--- config.mk ---
export PLATFORM = sky130hd
export DESIGN_NAME = ises_status_regs
export DESIGN_NICKNAME = d
export VERILOG_FILES = /design/src/hw/ises_pkg.sv /design/src/hw/ises_evreg.sv /design/src/hw/ises_status_regs.sv
export VERILOG_INCLUDE_DIRS = /design/src /design/src/hw
export SDC_FILE = /design/constraint.sdc
export NUM_CORES = 1
export LEC_CHECK = 0
export BUFFER_PORTS_ARGS = -buffer_cell sky130_fd_sc_hd__buf_2
export CAP_MARGIN = 15
export CELL_PAD_IN_SITES_DETAIL_PLACEMENT = 2
export CELL_PAD_IN_SITES_GLOBAL_PLACEMENT = 2
export CORE_MARGIN = 5
export CORE_UTILIZATION = 39
export DETAILED_ROUTE_END_ITERATION = 12
export PLACE_DENSITY_LB_ADDON = 0.2
export SETUP_SLACK_MARGIN = 0.5
export SLEW_MARGIN = 20
export SYNTH_ARGS = -nofsm -noshare
export SYNTH_HDL_FRONTEND = slang
export SYNTH_HIERARCHICAL = 1
export SYNTH_SLANG_ARGS = --single-unit
export TNS_END_PERCENT = 100
--- constraint.sdc ---
create_clock -name ref_clk -period 6.4 [get_ports ref_clk]
set_input_delay 1.92 -clock ref_clk [delete_from_list [all_inputs] [get_ports ref_clk]]
set_output_delay 1.92 -clock ref_clk [all_outputs]
set_load 0.01 [all_outputs]
--- src/hw/ises_consts.svh ---
// bit positions, reset values, implemented-bit masks and error code ranges for the status bank
`ifndef ISES_CONSTS_SVH
`define ISES_CONSTS_SVH

// standard event latch bit positions
`define ISES_LAT_OPC        0
`define ISES_LAT_QUERY_ERR  2
`define ISES_LAT_DEV_ERR    3
`define ISES_LAT_EXEC_ERR   4
`define ISES_LAT_CMD_ERR    5
`define ISES_LAT_PWR_ON     7

// reset values
`define ISES_LAT_RST        8'h80
`define ISES_MSK_RST        8'h00
`define ISES_ENA_RST        16'h0000

// questionable bit positions
`define ISES_QUES_POWER     3
`define ISES_QUES_FREQ      5
`define ISES_QUES_LIMIT     9
`define ISES_QFREQ_EXTREF   8

// implemented bits per 16-bit register, bit 15 never set
`define ISES_OPER_MASK      16'h0000
`define ISES_QUES_MASK      16'h0228
`define ISES_QFREQ_MASK     16'h0100

// status byte summary positions
`define ISES_STB_QUES       3
`define ISES_STB_ESB        5
`define ISES_STB_OPER       7

// error code ranges, two's complement 16 bit
`define ISES_CMD_HI         16'hff9c
`define ISES_CMD_LO         16'hff39
`define ISES_EXEC_HI        16'hff38
`define ISES_EXEC_LO        16'hfed5
`define ISES_DEV_HI         16'hfed4
`define ISES_DEV_LO         16'hfe71

`endif

--- src/hw/ises_pkg.sv ---
// types shared by the status and event register bank
package ises_pkg;

	// register part selected by a status query or write
	typedef enum logic [3:0] {
		ISES_SEL_LAT       = 4'h0,
		ISES_SEL_MSK       = 4'h1,
		ISES_SEL_OPER_COND = 4'h2,
		ISES_SEL_OPER_EVT  = 4'h3,
		ISES_SEL_OPER_ENA  = 4'h4,
		ISES_SEL_QUES_COND = 4'h5,
		ISES_SEL_QUES_EVT  = 4'h6,
		ISES_SEL_QUES_ENA  = 4'h7,
		ISES_SEL_QFRQ_COND = 4'h8,
		ISES_SEL_QFRQ_EVT  = 4'h9,
		ISES_SEL_QFRQ_ENA  = 4'ha
	} ises_sel_e;

	typedef struct packed {
		logic        valid;
		logic        write;
		ises_sel_e   sel;
		logic [15:0] wdata;
	} ises_cmd_s;

	typedef struct packed {
		logic        valid;
		logic [15:0] data;
	} ises_rsp_s;

	// instrument-side event and condition sources
	typedef struct packed {
		logic        opc_req;
		logic        ops_busy;
		logic        query_sent;
		logic        resp_read;
		logic        new_cmd;
		logic        dev_err;
		logic        exec_err;
		logic        cmd_err;
		logic [15:0] err_detail;
		logic        power_bad;
		logic        freq_bad;
		logic        limit_fail;
		logic        ext_ref;
	} ises_src_s;

	typedef struct packed {
		logic        push;
		logic [15:0] code;
	} ises_err_s;

	typedef struct packed {
		logic oper_sum;
		logic esb;
		logic ques_sum;
	} ises_sum_s;

	// one 16-bit condition/event/enable register
	typedef struct packed {
		logic [15:0] cond_prev;
		logic [15:0] evt;
		logic [15:0] ena;
	} ises_evreg_s;

	// main bank state
	typedef struct packed {
		logic [7:0]  lat;
		logic [7:0]  msk;
		logic        opc_wait;
		logic        resp_pend;
		ises_rsp_s   rsp;
		ises_err_s   err;
	} ises_state_s;

endpackage

--- src/hw/ises_evreg.sv ---
// one 16-bit status register: condition, rising-edge event latch, enable, summary
`timescale 1ns/100ps
`default_nettype none
`include "ises_consts.svh"

module ises_evreg
	import ises_pkg::*;
#(
	parameter logic [15:0] VALID_MASK = 16'h0000
) (
	input  wire logic        ref_clk,
	input  wire logic        sys_rst,
	input  wire logic [15:0] cond_in,
	input  wire logic        evt_clr,
	input  wire logic        ena_we,
	input  wire logic [15:0] ena_wdata,
	output logic [15:0]      cond_out,
	output logic [15:0]      evt_out,
	output logic [15:0]      ena_out,
	output logic             summary
);

	ises_evreg_s st_q;
	ises_evreg_s st_d;
	logic [15:0] cond_m;

	// unassigned bits and bit 15 are masked off at the source
	assign cond_m = cond_in & VALID_MASK;

	// rising edge sets, read clears; a set in the clearing cycle survives
	always_comb begin
		st_d           = st_q;
		st_d.cond_prev = cond_m;
		st_d.evt       = (st_q.evt & ~{16{evt_clr}}) | (cond_m & ~st_q.cond_prev);
		if (ena_we) begin
			st_d.ena = ena_wdata & 16'h7fff;
		end
	end

	always_ff @(posedge ref_clk) begin
		if (sys_rst) begin
			st_q <= '{cond_prev: 16'h0000, evt: 16'h0000, ena: `ISES_ENA_RST};
		end else begin
			st_q <= st_d;
		end
	end

	assign cond_out = cond_m;
	assign evt_out  = st_q.evt;
	assign ena_out  = st_q.ena;
	assign summary  = |(st_q.evt & st_q.ena);
endmodule
`default_nettype wire

--- src/hw/ises_status_regs.sv ---
// status reporting bank: standard event latch and mask, operation, questionable registers
`timescale 1ns/100ps
`default_nettype none
`include "ises_consts.svh"

// Function
// - set latch bit 0 once all previously issued operations have completed
// - set bit 2 on read without query or on abandoned response
// - device fault sets bit 3 and queues code -300..-399 or positive unless a command or execution error comes in the same cycle
// - unexecutable well-formed command sets bit 4, queues code -200..-299 unless a command error comes in the same cycle
// - unknown or malformed command sets bit 5, queues code -100..-199
// - bit 7 of the latch is set at switch-on
// - 8-bit enable mask beside the latch, writable and readable
// - latch readable as bit pattern, behaves like an event part
// - operation condition part shows actions in progress
// - operation event part collects completed actions since last read
// - operation bits 0..14 unused read zero; bit 15 always zero
// - questionable bit 3 set when a channel power level is questionable
// - questionable bit 5 set on oscillator or reference frequency fault
// - questionable bit 9 on limit violation; others below 15 stay zero
// - questionable condition and event parts readable separately
// - frequency register bit 8 while external reference used; rest zero
// - status byte bit 5 high when any enabled latch bit is set
// - status byte bit 3 high when any enabled questionable event set
module ises_status_regs
	import ises_pkg::*;
(
	input  wire logic      ref_clk,
	input  wire logic      sys_rst,
	input  wire ises_cmd_s cmd,
	input  wire ises_src_s src,
	output ises_rsp_s      rsp,
	output ises_err_s      err,
	output ises_sum_s      stb_sum
);

	ises_state_s st_q;
	ises_state_s st_d;

	logic [15:0] oper_cond;
	logic [15:0] oper_evt;
	logic [15:0] oper_ena;
	logic        oper_sum;
	logic [15:0] ques_cond;
	logic [15:0] ques_evt;
	logic [15:0] ques_ena;
	logic        ques_sum;
	logic [15:0] qfrq_cond;
	logic [15:0] qfrq_evt;
	logic [15:0] qfrq_ena;
	logic        qfrq_sum;
	logic [15:0] ques_src;
	logic [15:0] qfrq_src;
	logic        rd_take;
	logic        wr_take;
	logic        qerr;
	logic [7:0]  lat_set;

	// signed range test, used for each error class
	function automatic logic in_range(input logic [15:0] c, input logic [15:0] lo,
		input logic [15:0] hi);
		in_range = ($signed(c) >= $signed(lo)) && ($signed(c) <= $signed(hi));
	endfunction

	// a read or write is accepted every cycle, no back-pressure
	assign rd_take = cmd.valid & ~cmd.write;
	assign wr_take = cmd.valid & cmd.write;

	// questionable sources; frequency summary folds into the frequency bit
	always_comb begin
		ques_src                   = 16'h0000;
		ques_src[`ISES_QUES_POWER] = src.power_bad;
		ques_src[`ISES_QUES_FREQ]  = src.freq_bad | qfrq_sum;
		ques_src[`ISES_QUES_LIMIT] = src.limit_fail;
		qfrq_src                     = 16'h0000;
		qfrq_src[`ISES_QFREQ_EXTREF] = src.ext_ref;
	end

	// no operation actions are assigned, so its condition stays clear
	ises_evreg #(.VALID_MASK(`ISES_OPER_MASK)) u_oper (
		.ref_clk   (ref_clk),
		.sys_rst   (sys_rst),
		.cond_in   (16'h0000),
		.evt_clr   (rd_take && cmd.sel == ISES_SEL_OPER_EVT),
		.ena_we    (wr_take && cmd.sel == ISES_SEL_OPER_ENA),
		.ena_wdata (cmd.wdata),
		.cond_out  (oper_cond),
		.evt_out   (oper_evt),
		.ena_out   (oper_ena),
		.summary   (oper_sum)
	);

	ises_evreg #(.VALID_MASK(`ISES_QUES_MASK)) u_ques (
		.ref_clk   (ref_clk),
		.sys_rst   (sys_rst),
		.cond_in   (ques_src),
		.evt_clr   (rd_take && cmd.sel == ISES_SEL_QUES_EVT),
		.ena_we    (wr_take && cmd.sel == ISES_SEL_QUES_ENA),
		.ena_wdata (cmd.wdata),
		.cond_out  (ques_cond),
		.evt_out   (ques_evt),
		.ena_out   (ques_ena),
		.summary   (ques_sum)
	);

	ises_evreg #(.VALID_MASK(`ISES_QFREQ_MASK)) u_qfrq (
		.ref_clk   (ref_clk),
		.sys_rst   (sys_rst),
		.cond_in   (qfrq_src),
		.evt_clr   (rd_take && cmd.sel == ISES_SEL_QFRQ_EVT),
		.ena_we    (wr_take && cmd.sel == ISES_SEL_QFRQ_ENA),
		.ena_wdata (cmd.wdata),
		.cond_out  (qfrq_cond),
		.evt_out   (qfrq_evt),
		.ena_out   (qfrq_ena),
		.summary   (qfrq_sum)
	);

	// query error: read with nothing pending, or new command abandons a response
	assign qerr = (src.resp_read & ~st_q.resp_pend) | (src.new_cmd & st_q.resp_pend);

	// latch set sources for this cycle
	always_comb begin
		lat_set                      = 8'h00;
		lat_set[`ISES_LAT_OPC]       = st_q.opc_wait & ~src.ops_busy;
		lat_set[`ISES_LAT_QUERY_ERR] = qerr;
		lat_set[`ISES_LAT_DEV_ERR]   = src.dev_err;
		lat_set[`ISES_LAT_EXEC_ERR]  = src.exec_err;
		lat_set[`ISES_LAT_CMD_ERR]   = src.cmd_err;
	end

	// next state: latch, mask, pending flags, response and error push
	always_comb begin
		st_d = st_q;
		// set wins over the read-clear in the same cycle
		st_d.lat = (rd_take && cmd.sel == ISES_SEL_LAT) ? lat_set : (st_q.lat | lat_set);
		if (wr_take && cmd.sel == ISES_SEL_MSK) begin
			st_d.msk = cmd.wdata[7:0];
		end
		// opc waits for the busy flag to drop; a new request re-arms it
		if (src.opc_req) begin
			st_d.opc_wait = 1'b1;
		end else if (lat_set[`ISES_LAT_OPC]) begin
			st_d.opc_wait = 1'b0;
		end
		// pending response tracking, dropped when abandoned or fetched
		if (src.query_sent) begin
			st_d.resp_pend = 1'b1;
		end else if (src.resp_read | src.new_cmd) begin
			st_d.resp_pend = 1'b0;
		end
		// read answer one cycle after the request
		st_d.rsp.valid = rd_take;
		if (rd_take) begin
			case (cmd.sel)
				ISES_SEL_LAT:       st_d.rsp.data = {8'h00, st_q.lat};
				ISES_SEL_MSK:       st_d.rsp.data = {8'h00, st_q.msk};
				ISES_SEL_OPER_COND: st_d.rsp.data = oper_cond;
				ISES_SEL_OPER_EVT:  st_d.rsp.data = oper_evt;
				ISES_SEL_OPER_ENA:  st_d.rsp.data = oper_ena;
				ISES_SEL_QUES_COND: st_d.rsp.data = ques_cond;
				ISES_SEL_QUES_EVT:  st_d.rsp.data = ques_evt;
				ISES_SEL_QUES_ENA:  st_d.rsp.data = ques_ena;
				ISES_SEL_QFRQ_COND: st_d.rsp.data = qfrq_cond;
				ISES_SEL_QFRQ_EVT:  st_d.rsp.data = qfrq_evt;
				ISES_SEL_QFRQ_ENA:  st_d.rsp.data = qfrq_ena;
				default:            st_d.rsp.data = 16'h0000;
			endcase
		end
		// one queue entry per cycle: command, then execution, then device class;
		// a detail outside its class range falls back to the class's first code
		st_d.err.push = src.cmd_err | src.exec_err | src.dev_err;
		if (src.cmd_err) begin
			st_d.err.code = in_range(src.err_detail, `ISES_CMD_LO, `ISES_CMD_HI) ?
				src.err_detail : `ISES_CMD_HI;
		end else if (src.exec_err) begin
			st_d.err.code = in_range(src.err_detail, `ISES_EXEC_LO, `ISES_EXEC_HI) ?
				src.err_detail : `ISES_EXEC_HI;
		end else if (src.dev_err) begin
			st_d.err.code = (in_range(src.err_detail, `ISES_DEV_LO, `ISES_DEV_HI) ||
				$signed(src.err_detail) > 0) ? src.err_detail : `ISES_DEV_HI;
		end else begin
			st_d.err.code = 16'h0000;
		end
	end

	// power-on leaves the switch-on bit standing in the latch
	always_ff @(posedge ref_clk) begin
		if (sys_rst) begin
			st_q <= '{lat: `ISES_LAT_RST, msk: `ISES_MSK_RST, opc_wait: 1'b0,
				resp_pend: 1'b0, rsp: '{valid: 1'b0, data: 16'h0000},
				err: '{push: 1'b0, code: 16'h0000}};
		end else begin
			st_q <= st_d;
		end
	end

	assign rsp = st_q.rsp;
	assign err = st_q.err;

	// status byte summaries, combinational from registered parts
	assign stb_sum.esb      = |(st_q.lat & st_q.msk);
	assign stb_sum.ques_sum = ques_sum;
	assign stb_sum.oper_sum = oper_sum;
endmodule
`default_nettype wire

== After elaboration in Yosys (flattened, before gate mapping) ==
Index checks and enable logic that the tools add are counted.
Operators by class
  order comparisons: 7
  equal/unequal tests: 9
  multiplexer cells: 12
  bitwise gates (word level): 30
  reductions and logical operators: 20
Operators by type and width (number)
  16-bit case mux with 10 select lines: 1
  16-bit two-way mux: 6
  16-bit inverter: 5
  16-bit by 15-bit AND with 16-bit output: 3
  16-bit AND: 3
  16-bit OR reduction: 3
  16-bit by 10-bit greater-or-equal comparator with 1-bit output (second input constant): 2
  16-bit bitwise OR: 2
  10-bit by 16-bit AND with 16-bit output: 1
  9-bit by 16-bit AND with 16-bit output: 1
  4-bit by 3-bit == test with 1-bit output (second input constant): 4
  16-bit by 9-bit greater-or-equal comparator with 1-bit output (second input constant): 1
  16-bit by 1-bit > comparator with 1-bit output (second input constant): 1
  16-bit by 10-bit <= comparator with 1-bit output (second input constant): 1
  16-bit by 8-bit <= comparator with 1-bit output (second input constant): 1
  16-bit by 9-bit <= comparator with 1-bit output (second input constant): 1
  4-bit == test (second input constant): 3
  1-bit logical AND: 11
  8-bit AND: 1
  8-bit two-way mux: 1
  8-bit by 6-bit bitwise OR with 8-bit output: 1
  8-bit OR reduction: 1
  1-bit AND: 5
  1-bit bitwise OR: 5
  other kinds (8): 14
Storage, ports and cells
  register bits: 177
  output and inout port bits: 37

== Longest topological paths before layout ==
Gate-level depths: netlist (run 1).
  word-level depth: 7
  gate-level depth with buffers: 10

== Modules after synthesis ==
The synthesis (run 1) kept the hierarchy.
Modules (own cells, without submodules)
  ises_status_regs: times used 1, cells each 465, area an instance 3771.1 µm²
  ises_evreg at u_ques: times used 1, cells each 150, area an instance 1519.0 µm²
  ises_evreg at u_qfrq: times used 1, cells each 144, area an instance 1445.1 µm²
  ises_evreg at u_oper: times used 1, cells each 110, area an instance 1173.6 µm²

== Least setup slack after synthesis (run 1) ==
Ideal clock, no wire load.
  kind: input port to flip-flop
  start: in cmd[19] (netlist name)
  end: reg u_qfrq.st_q (netlist bit u_qfrq/ena_out[0])
  library setup time: 128 ps
  data arrival time: 3630 ps
  required time: 6272 ps
  path slack: 2642 ps
  stages: 8
  path through: buf_2 -> nor4bb_1 -> clkbuf_1 -> and3_1 -> buf_4 -> buf_6 -> mux2i_1 -> nor2_1
On the way
  word-level cells in the longest chain between the ends: 2
Ends and longest elaborated chain
  start: declaration: line ises_status_regs.sv:30  | input wire ises_cmd_s cmd,
  4-bit == test: line ises_status_regs.sv:111  | .ena_we (wr_take && cmd.sel == ISES_SEL_QFRQ_ENA),
  1-bit logical AND: line ises_status_regs.sv:111
  end signal: assignment: line ises_evreg.sv:42  | st_q <= '{cond_prev: 16'h0000, evt: 16'h0000, ena: `ISES_ENA_RST};
  end signal: assignment: line ises_evreg.sv:44  | st_q <= st_d;
  end: declaration: line ises_evreg.sv:23  | ises_evreg_s st_q;
No other way between the ends.
A chain may end at the register's enable or synchronous reset.

== Worst setup path in the final report (run 1) ==
  start: in cmd[16] (netlist name)
  end: reg u_ques.st_q (netlist bit u_ques/ena_out[3])
On the way
  word-level cells in the longest chain between the ends: 2
Ends and longest elaborated chain
  4-bit by 3-bit == test with 1-bit output: line ises_status_regs.sv:98  | .ena_we (wr_take && cmd.sel == ISES_SEL_QUES_ENA),
  1-bit logical AND: line ises_status_regs.sv:98
  end signal: assignment: line ises_evreg.sv:42
  end signal: assignment: line ises_evreg.sv:44
  end: declaration: line ises_evreg.sv:23
No other way between the ends.

==> flow_summary_export.csv, run 1 <==
group,metric,value,unit
sta,fin_crit_sh,68.7,%
worst_setup_path,endpoint_kind,"register",
worst_setup_path,path_class,"in -> reg",
clocking,root_buffer,"clkbuf_16",
synthesis,syn-instance-count,868,
global_route,track_usage,22.8,%
synthesis,yosysWarningCount,6,
clocking,clockBufferDepth,2,
floorplan,io_pins,89,
detailed_routing,routed_wl,26.7,mm
final_layout,final_cell_mix,"dfxtp_1, buf_2, nor2_1, mux2i_1, conb_1",
hold_path,hold_depth,2,
worst_setup_path,crit_arrival,4680,ps
sta,period_minus_slack,4400,ps
worst_setup_path,cp_top_family,"simple AND/OR/NAND/NOR gates",
detailed_routing,via_per_inst,5.64,
worst_setup_path,cp_num_buf_inv,1,
flow_run,maxCapViolations,0,
detailed_routing,drc_errors,0,
place,dp.cells,1077,
detailed_routing,dr.first_iter.drc_count,504,
sta,final_hold_viol_count,0,
power,p_per_area,258,nW/µm²
final_layout,n_antenna_cell,0,
final_layout,fin_cells,1109,
place,gp_congestion,0.852,
global_route,globalRouteMet1Util,29.4,%
final_layout,final_common_cell,"dfxtp_1",
sta,setup_viol,0,
hold_path,min_from,"rsp[7]",
global_route,use_met3,5.57,%
clocking,clk_latency,430,ps
floorplan,core-area,20100,µm²
global_route,grt.busiest_layer,"met2",
global_route,grt_overflow,0,
worst_setup_path,crit_path_start_kind,"primary input",
worst_setup_path,crit_slowest_cell,"and3_1",
worst_setup_path,worstPathRequired,6680,ps
power,power_leakage,3.13,nW
final_layout,syn2layout_area_growth,2.72,%
clocking,cts.sinks,147,
worst_setup_path,reg2reg_to,"rsp[5]",
final_layout,drive_gt1_share,18.8,%
floorplan,initial_utilization,39.3,%
detailed_routing,ant_nets,0,
clocking,holdBufCountCts,0,
floorplan,die_w,152,µm
worst_setup_path,r2r_cells,9,
worst_setup_path,ff2ff_setup_slack,3940,ps
global_route,grt_pass1_wl,41.1,mm
worst_setup_path,critical-path-max-stage-delay,960,ps
power,peakVddDrop,0.000175,V
clocking,path_clk_slew,60,ps
clocking,postCtsResizedCells,0,
final_layout,fill_cells,2229,
global_route,grt_max_degree,67,
detailed_routing,wire_per_inst,24.0,µm
floorplan,die_h,152,µm
sta,rsz0062_at_grt,"no",
place,port_buffers,87,
outcome,outcome,"finished clean",
power,finalPower,2.10,mW
hold_path,hold_class,"reg -> reg",
final_layout,nets,878,
detailed_routing,num_vias,6259,
global_route,grt.met2_usage,37.7,%
worst_setup_path,worstReg2RegStart,"u_qfrq/ena_out[12]",
global_route,grt_pass1_vias,6775,
floorplan,dieArea,23200,µm²
clocking,cts_htree_levels,4,
sta,slew_violations,0,
detailed_routing,drtPass1Iterations,5,
sta,relSlewSlack,30.3,%
place,dp.final_hpwl,19.1,mm
sta,max_freq,0.227,GHz
sta,setup-tns-final,0,ps
global_route,antenna_found_initial,1,
floorplan,rows,52,
clocking,numCtsBuffers,17,
hold_path,hold_end,"rsp[7]",
clocking,cts_tree,"built",
worst_setup_path,worstPathCellList,"buf_2 -> and4b_1 -> and3_1 -> mux2i_1 -> nor2_1",
synthesis,avgSynthCellArea,9.11,µm²
sta,skew,7.74,ps
synthesis,syn_area,7910,µm²
clocking,post-cts-setup-buffers,0,
sta,worstMarginPinSlew,1050,ps
worst_setup_path,path_max_fanout,29,
==> worst reg2reg max path, cell delays in order (launching register included) <==
cell and delay [ps]:
dfxtp_1 380, a22o_1 240, a221oi_1 440, nand4_1 150, or2_2 360, mux2i_1 150, o32a_1 180, nor2_1 50
o21ai_1 250, a21oi_1 100
==> metal layers <==
layer	vias to the layer above	wire, µm
met1	3199	11900
met2	184	12600
met5	-	7
met3	33	1600
met4	2	553
li1	2841	-
==> power breakdown <==
part           switching (mW)  total (mW)  internal (mW)  leakage (nW)
registers              0.0116       0.946          0.935          1.19
clock network           0.410       0.957          0.547         0.268
logic                   0.130       0.194         0.0638          1.67
total                   0.551        2.10           1.55          3.13
==> worst max path at each step <==
stage                  from                 end  slack [ps]  depth (start not counted)
finish              cmd[16]   u_ques/ena_out[3]        2000                          5
global placement    cmd[16]   u_ques/ena_out[3]        1660                          5
detailed placement  cmd[16]  u_ques/ena_out[10]        1620                          5
floorplan           cmd[19]   u_qfrq/ena_out[0]        2640                          8
CTS                 cmd[16]  u_ques/ena_out[10]        2060                          5
global route        cmd[16]   u_ques/ena_out[3]        1930                          5
==> sequential cells by signal (all words and copies together), names as in the netlist, 15 cells and up <==
signal / count
u_qfrq/ena_out: 15
err: 17
u_qfrq/evt_out: 16
u_ques/evt_out: 16
u_oper/ena_out: 15
st_q: 16
rsp: 17
u_ques/ena_out: 15
u_oper/evt_out: 16
==> final cells by class <==
type                    count  area (µm²)  area share, %
well taps                 270         338           4.16
repair buffers             99         528           6.50
clock inverters            11         104           1.28
multi-input cells         551        3720           45.8
clock buffers              21         450           5.55
inverters                  10        37.5          0.462
flip-flops and latches    147        2940           36.2
==> stage by stage <==
| step | setup slack (ps) | hold WS, ps | cell area, µm² | util (%) |
|---|---|---|---|---|
| 3_3_place_gp | 1660 | 438 | 7570 | 37.6 |
| 2_1_floorplan | 2640 | 430 | 8070 | - |
| 3_5_place_dp | 1620 | 451 | 7570 | 37.6 |
| 5_1_grt | 1930 | 487 | 8120 | 40.4 |
| 4_1_cts | 2060 | 460 | 8120 | 40.4 |
| 6_report | 2000 | 453 | 8120 | 40.4 |
Power figures use the tool's default switching activity.
==> run 2: changes to the inputs <==
--- a/config.mk
+++ b/config.mk
@@ -6,12 +6,13 @@
 export SDC_FILE = /design/constraint.sdc
 export NUM_CORES = 1
 export LEC_CHECK = 0
+export ABC_AREA = 1
 export BUFFER_PORTS_ARGS = -buffer_cell sky130_fd_sc_hd__buf_2
 export CAP_MARGIN = 15
 export CELL_PAD_IN_SITES_DETAIL_PLACEMENT = 2
 export CELL_PAD_IN_SITES_GLOBAL_PLACEMENT = 2
 export CORE_MARGIN = 5
-export CORE_UTILIZATION = 39
+export CORE_UTILIZATION = 30
 export DETAILED_ROUTE_END_ITERATION = 12
 export PLACE_DENSITY_LB_ADDON = 0.2
 export SETUP_SLACK_MARGIN = 0.5
==> constraint.sdc (replaced) <==
create_clock -name ref_clk -period 3.8 [get_ports ref_clk]
set_input_delay 1.14 -clock ref_clk [delete_from_list [all_inputs] [get_ports ref_clk]]
set_output_delay 1.14 -clock ref_clk [all_outputs]
set_load 0.01 [all_outputs]
==> flow_summary_export.csv, run 2 <==
group,metric,value,unit
sta,setup_viol,0,
detailed_routing,routed_wl,29.6,mm
power,p_per_area,432,nW/µm²
power,finalPower,3.64,mW
global_route,grt_max_degree,47,
place,gp_congestion,0.821,
detailed_routing,wire_per_inst,19.5,µm
detailed_routing,via_per_inst,4.83,
place,dp.cells,1486,
global_route,grt_pass1_wl,45.6,mm
worst_setup_path,crit_slowest_cell,"o31ai_1",
worst_setup_path,endpoint_kind,"register",
synthesis,syn_area,8040,µm²
sta,timing.final.ws_setup,1240,ps
clocking,cts.sinks,147,
global_route,antenna_found_initial,3,
floorplan,die_w,174,µm
place,dp.final_hpwl,22.1,mm
clocking,holdBufCountCts,0,
worst_setup_path,critical-path-max-stage-delay,620,ps
final_layout,fill_cells,3250,
final_layout,final_cell_mix,"nand2_1, nor2_1, dfxtp_1, nand3_1, buf_2",
sta,hold-worst-slack,426,ps
sta,rsz0062_at_grt,"no",
worst_setup_path,path_max_fanout,17,
final_layout,drive_gt1_share,13.4,%
hold_path,hold_class,"reg -> reg",
sta,final_hold_viol_count,0,
global_route,grt_overflow,0,
sta,period_minus_slack,2560,ps
power,power_leakage,3.91,nW
sta,max_freq,0.391,GHz
worst_setup_path,worstPathRequired,4090,ps
detailed_routing,drtPass1Iterations,5,
final_layout,stdcell_area,8420,µm²
worst_setup_path,worstPathCellList,"buf_2 -> nand2_1 -> inv_2 -> nand2_1 -> inv_2 -> nand2_1 -> nand4_1 -> o31ai_1 -> a21oi_1",
synthesis,syn-instance-count,1196,
floorplan,io_pins,89,
worst_setup_path,crit_top_cell,"nand2_1",
worst_setup_path,cp_top_family,"compound AO/OA/AOI/OAI gates",
clocking,numCtsBuffers,17,
sta,slew_violations,0,
floorplan,core-area,26700,µm²
worst_setup_path,crit_arrival,2850,ps
clocking,postCtsResizedCells,0,
final_layout,fin_cells,1519,
final_layout,nets,1216,
global_route,track_usage,19.6,%
final_layout,syn2layout_area_growth,4.70,%
detailed_routing,num_vias,7333,
floorplan,initial_utilization,30.2,%
clocking,cts_htree_levels,4,
sta,skew,6.43,ps
flow_run,maxCapViolations,0,
clocking,clk_latency,440,ps
place,post-place-ws,844,ps
floorplan,dieArea,30200,µm²
clocking,path_clk_slew,70,ps
place,port_buffers,87,
sta,relSlewSlack,29.7,%
detailed_routing,drc_errors,0,
clocking,post-cts-setup-buffers,0,
worst_setup_path,crit_path_start_kind,"primary input",
synthesis,avgSynthCellArea,6.72,µm²
global_route,grt_pass1_vias,7830,
place,placed_cell_area,7820,µm²
sta,fin_crit_sh,67.3,%
clocking,root_buffer,"clkbuf_16",
sta,setup-tns-final,0,ps
final_layout,post-route-util,31.6,%
final_layout,final_common_cell,"nand2_1",
worst_setup_path,cp_num_buf_inv,3,
worst_setup_path,ff2ff_setup_slack,1710,ps
clocking,cts_tree,"built",
detailed_routing,dr.first_iter.drc_count,346,
power,peakVddDrop,0.000213,V
outcome,outcome,"finished clean",
worst_setup_path,path_class,"in -> reg",
floorplan,die_h,174,µm
sta,worstMarginPinSlew,1050,ps
detailed_routing,ant_nets,0,
synthesis,yosysWarningCount,6,
clocking,clockBufferDepth,2,
floorplan,rows,60,
-- run 2: final timing paths --
path | startpoint | end | depth (start not counted)
setup / recovery | cmd[16] | rsp[8] | 9
hold / removal | u_qfrq/st_q[40] | u_qfrq/evt_out[8] | 1
setup reg to reg | u_qfrq/ena_out[3] | rsp[5] | 11
hold reg to reg | u_qfrq/st_q[40] | u_qfrq/evt_out[8] | 1
-- run 2: worst reg2reg max path, cell delays in order, from the launching register on --
cell     delay, ps
dfxtp_1        350
nand2_1         70
nand2_1         90
inv_1           70
nand2_1         40
nor2_1         160
nand2_1         70
or2_2          360
nand3_1        100
nand4_1        220
o31ai_1        320
a21oi_1        100
-- run 2: area by class of cell --
cell class	count	area [µm²]	share of cell area (%)
timing repair buffer	106	591	7.02
clock inverter	15	164	1.95
multi-input combinational	808	3550	42.2
clock buffer	17	425	5.06
inverter	84	315	3.75
antenna	1	2.50	0.0297
sequential	147	2940	35.0
tap	341	427	5.07
-- run 2: report_power, final --
part           internal (mW)  switching [mW]
Clock                  0.933           0.787
Combinational         0.0899           0.230
Sequential              1.58          0.0201
-- run 2: per-layer routing --
| metal | routed length (µm) | up-vias | global-route usage [%] | share of wire (%) |
|---|---|---|---|---|
| li1 | - | 3575 | - | - |
| met1 | 13100 | 3570 | 24.0 | 44 |
| met2 | 14400 | 133 | 34.2 | 49 |
| met3 | 1250 | 51 | 4.14 | 4.2 |
| met4 | 804 | 4 | 6.60 | 2.7 |
| met5 | 21 | - | 0 | 0.071 |
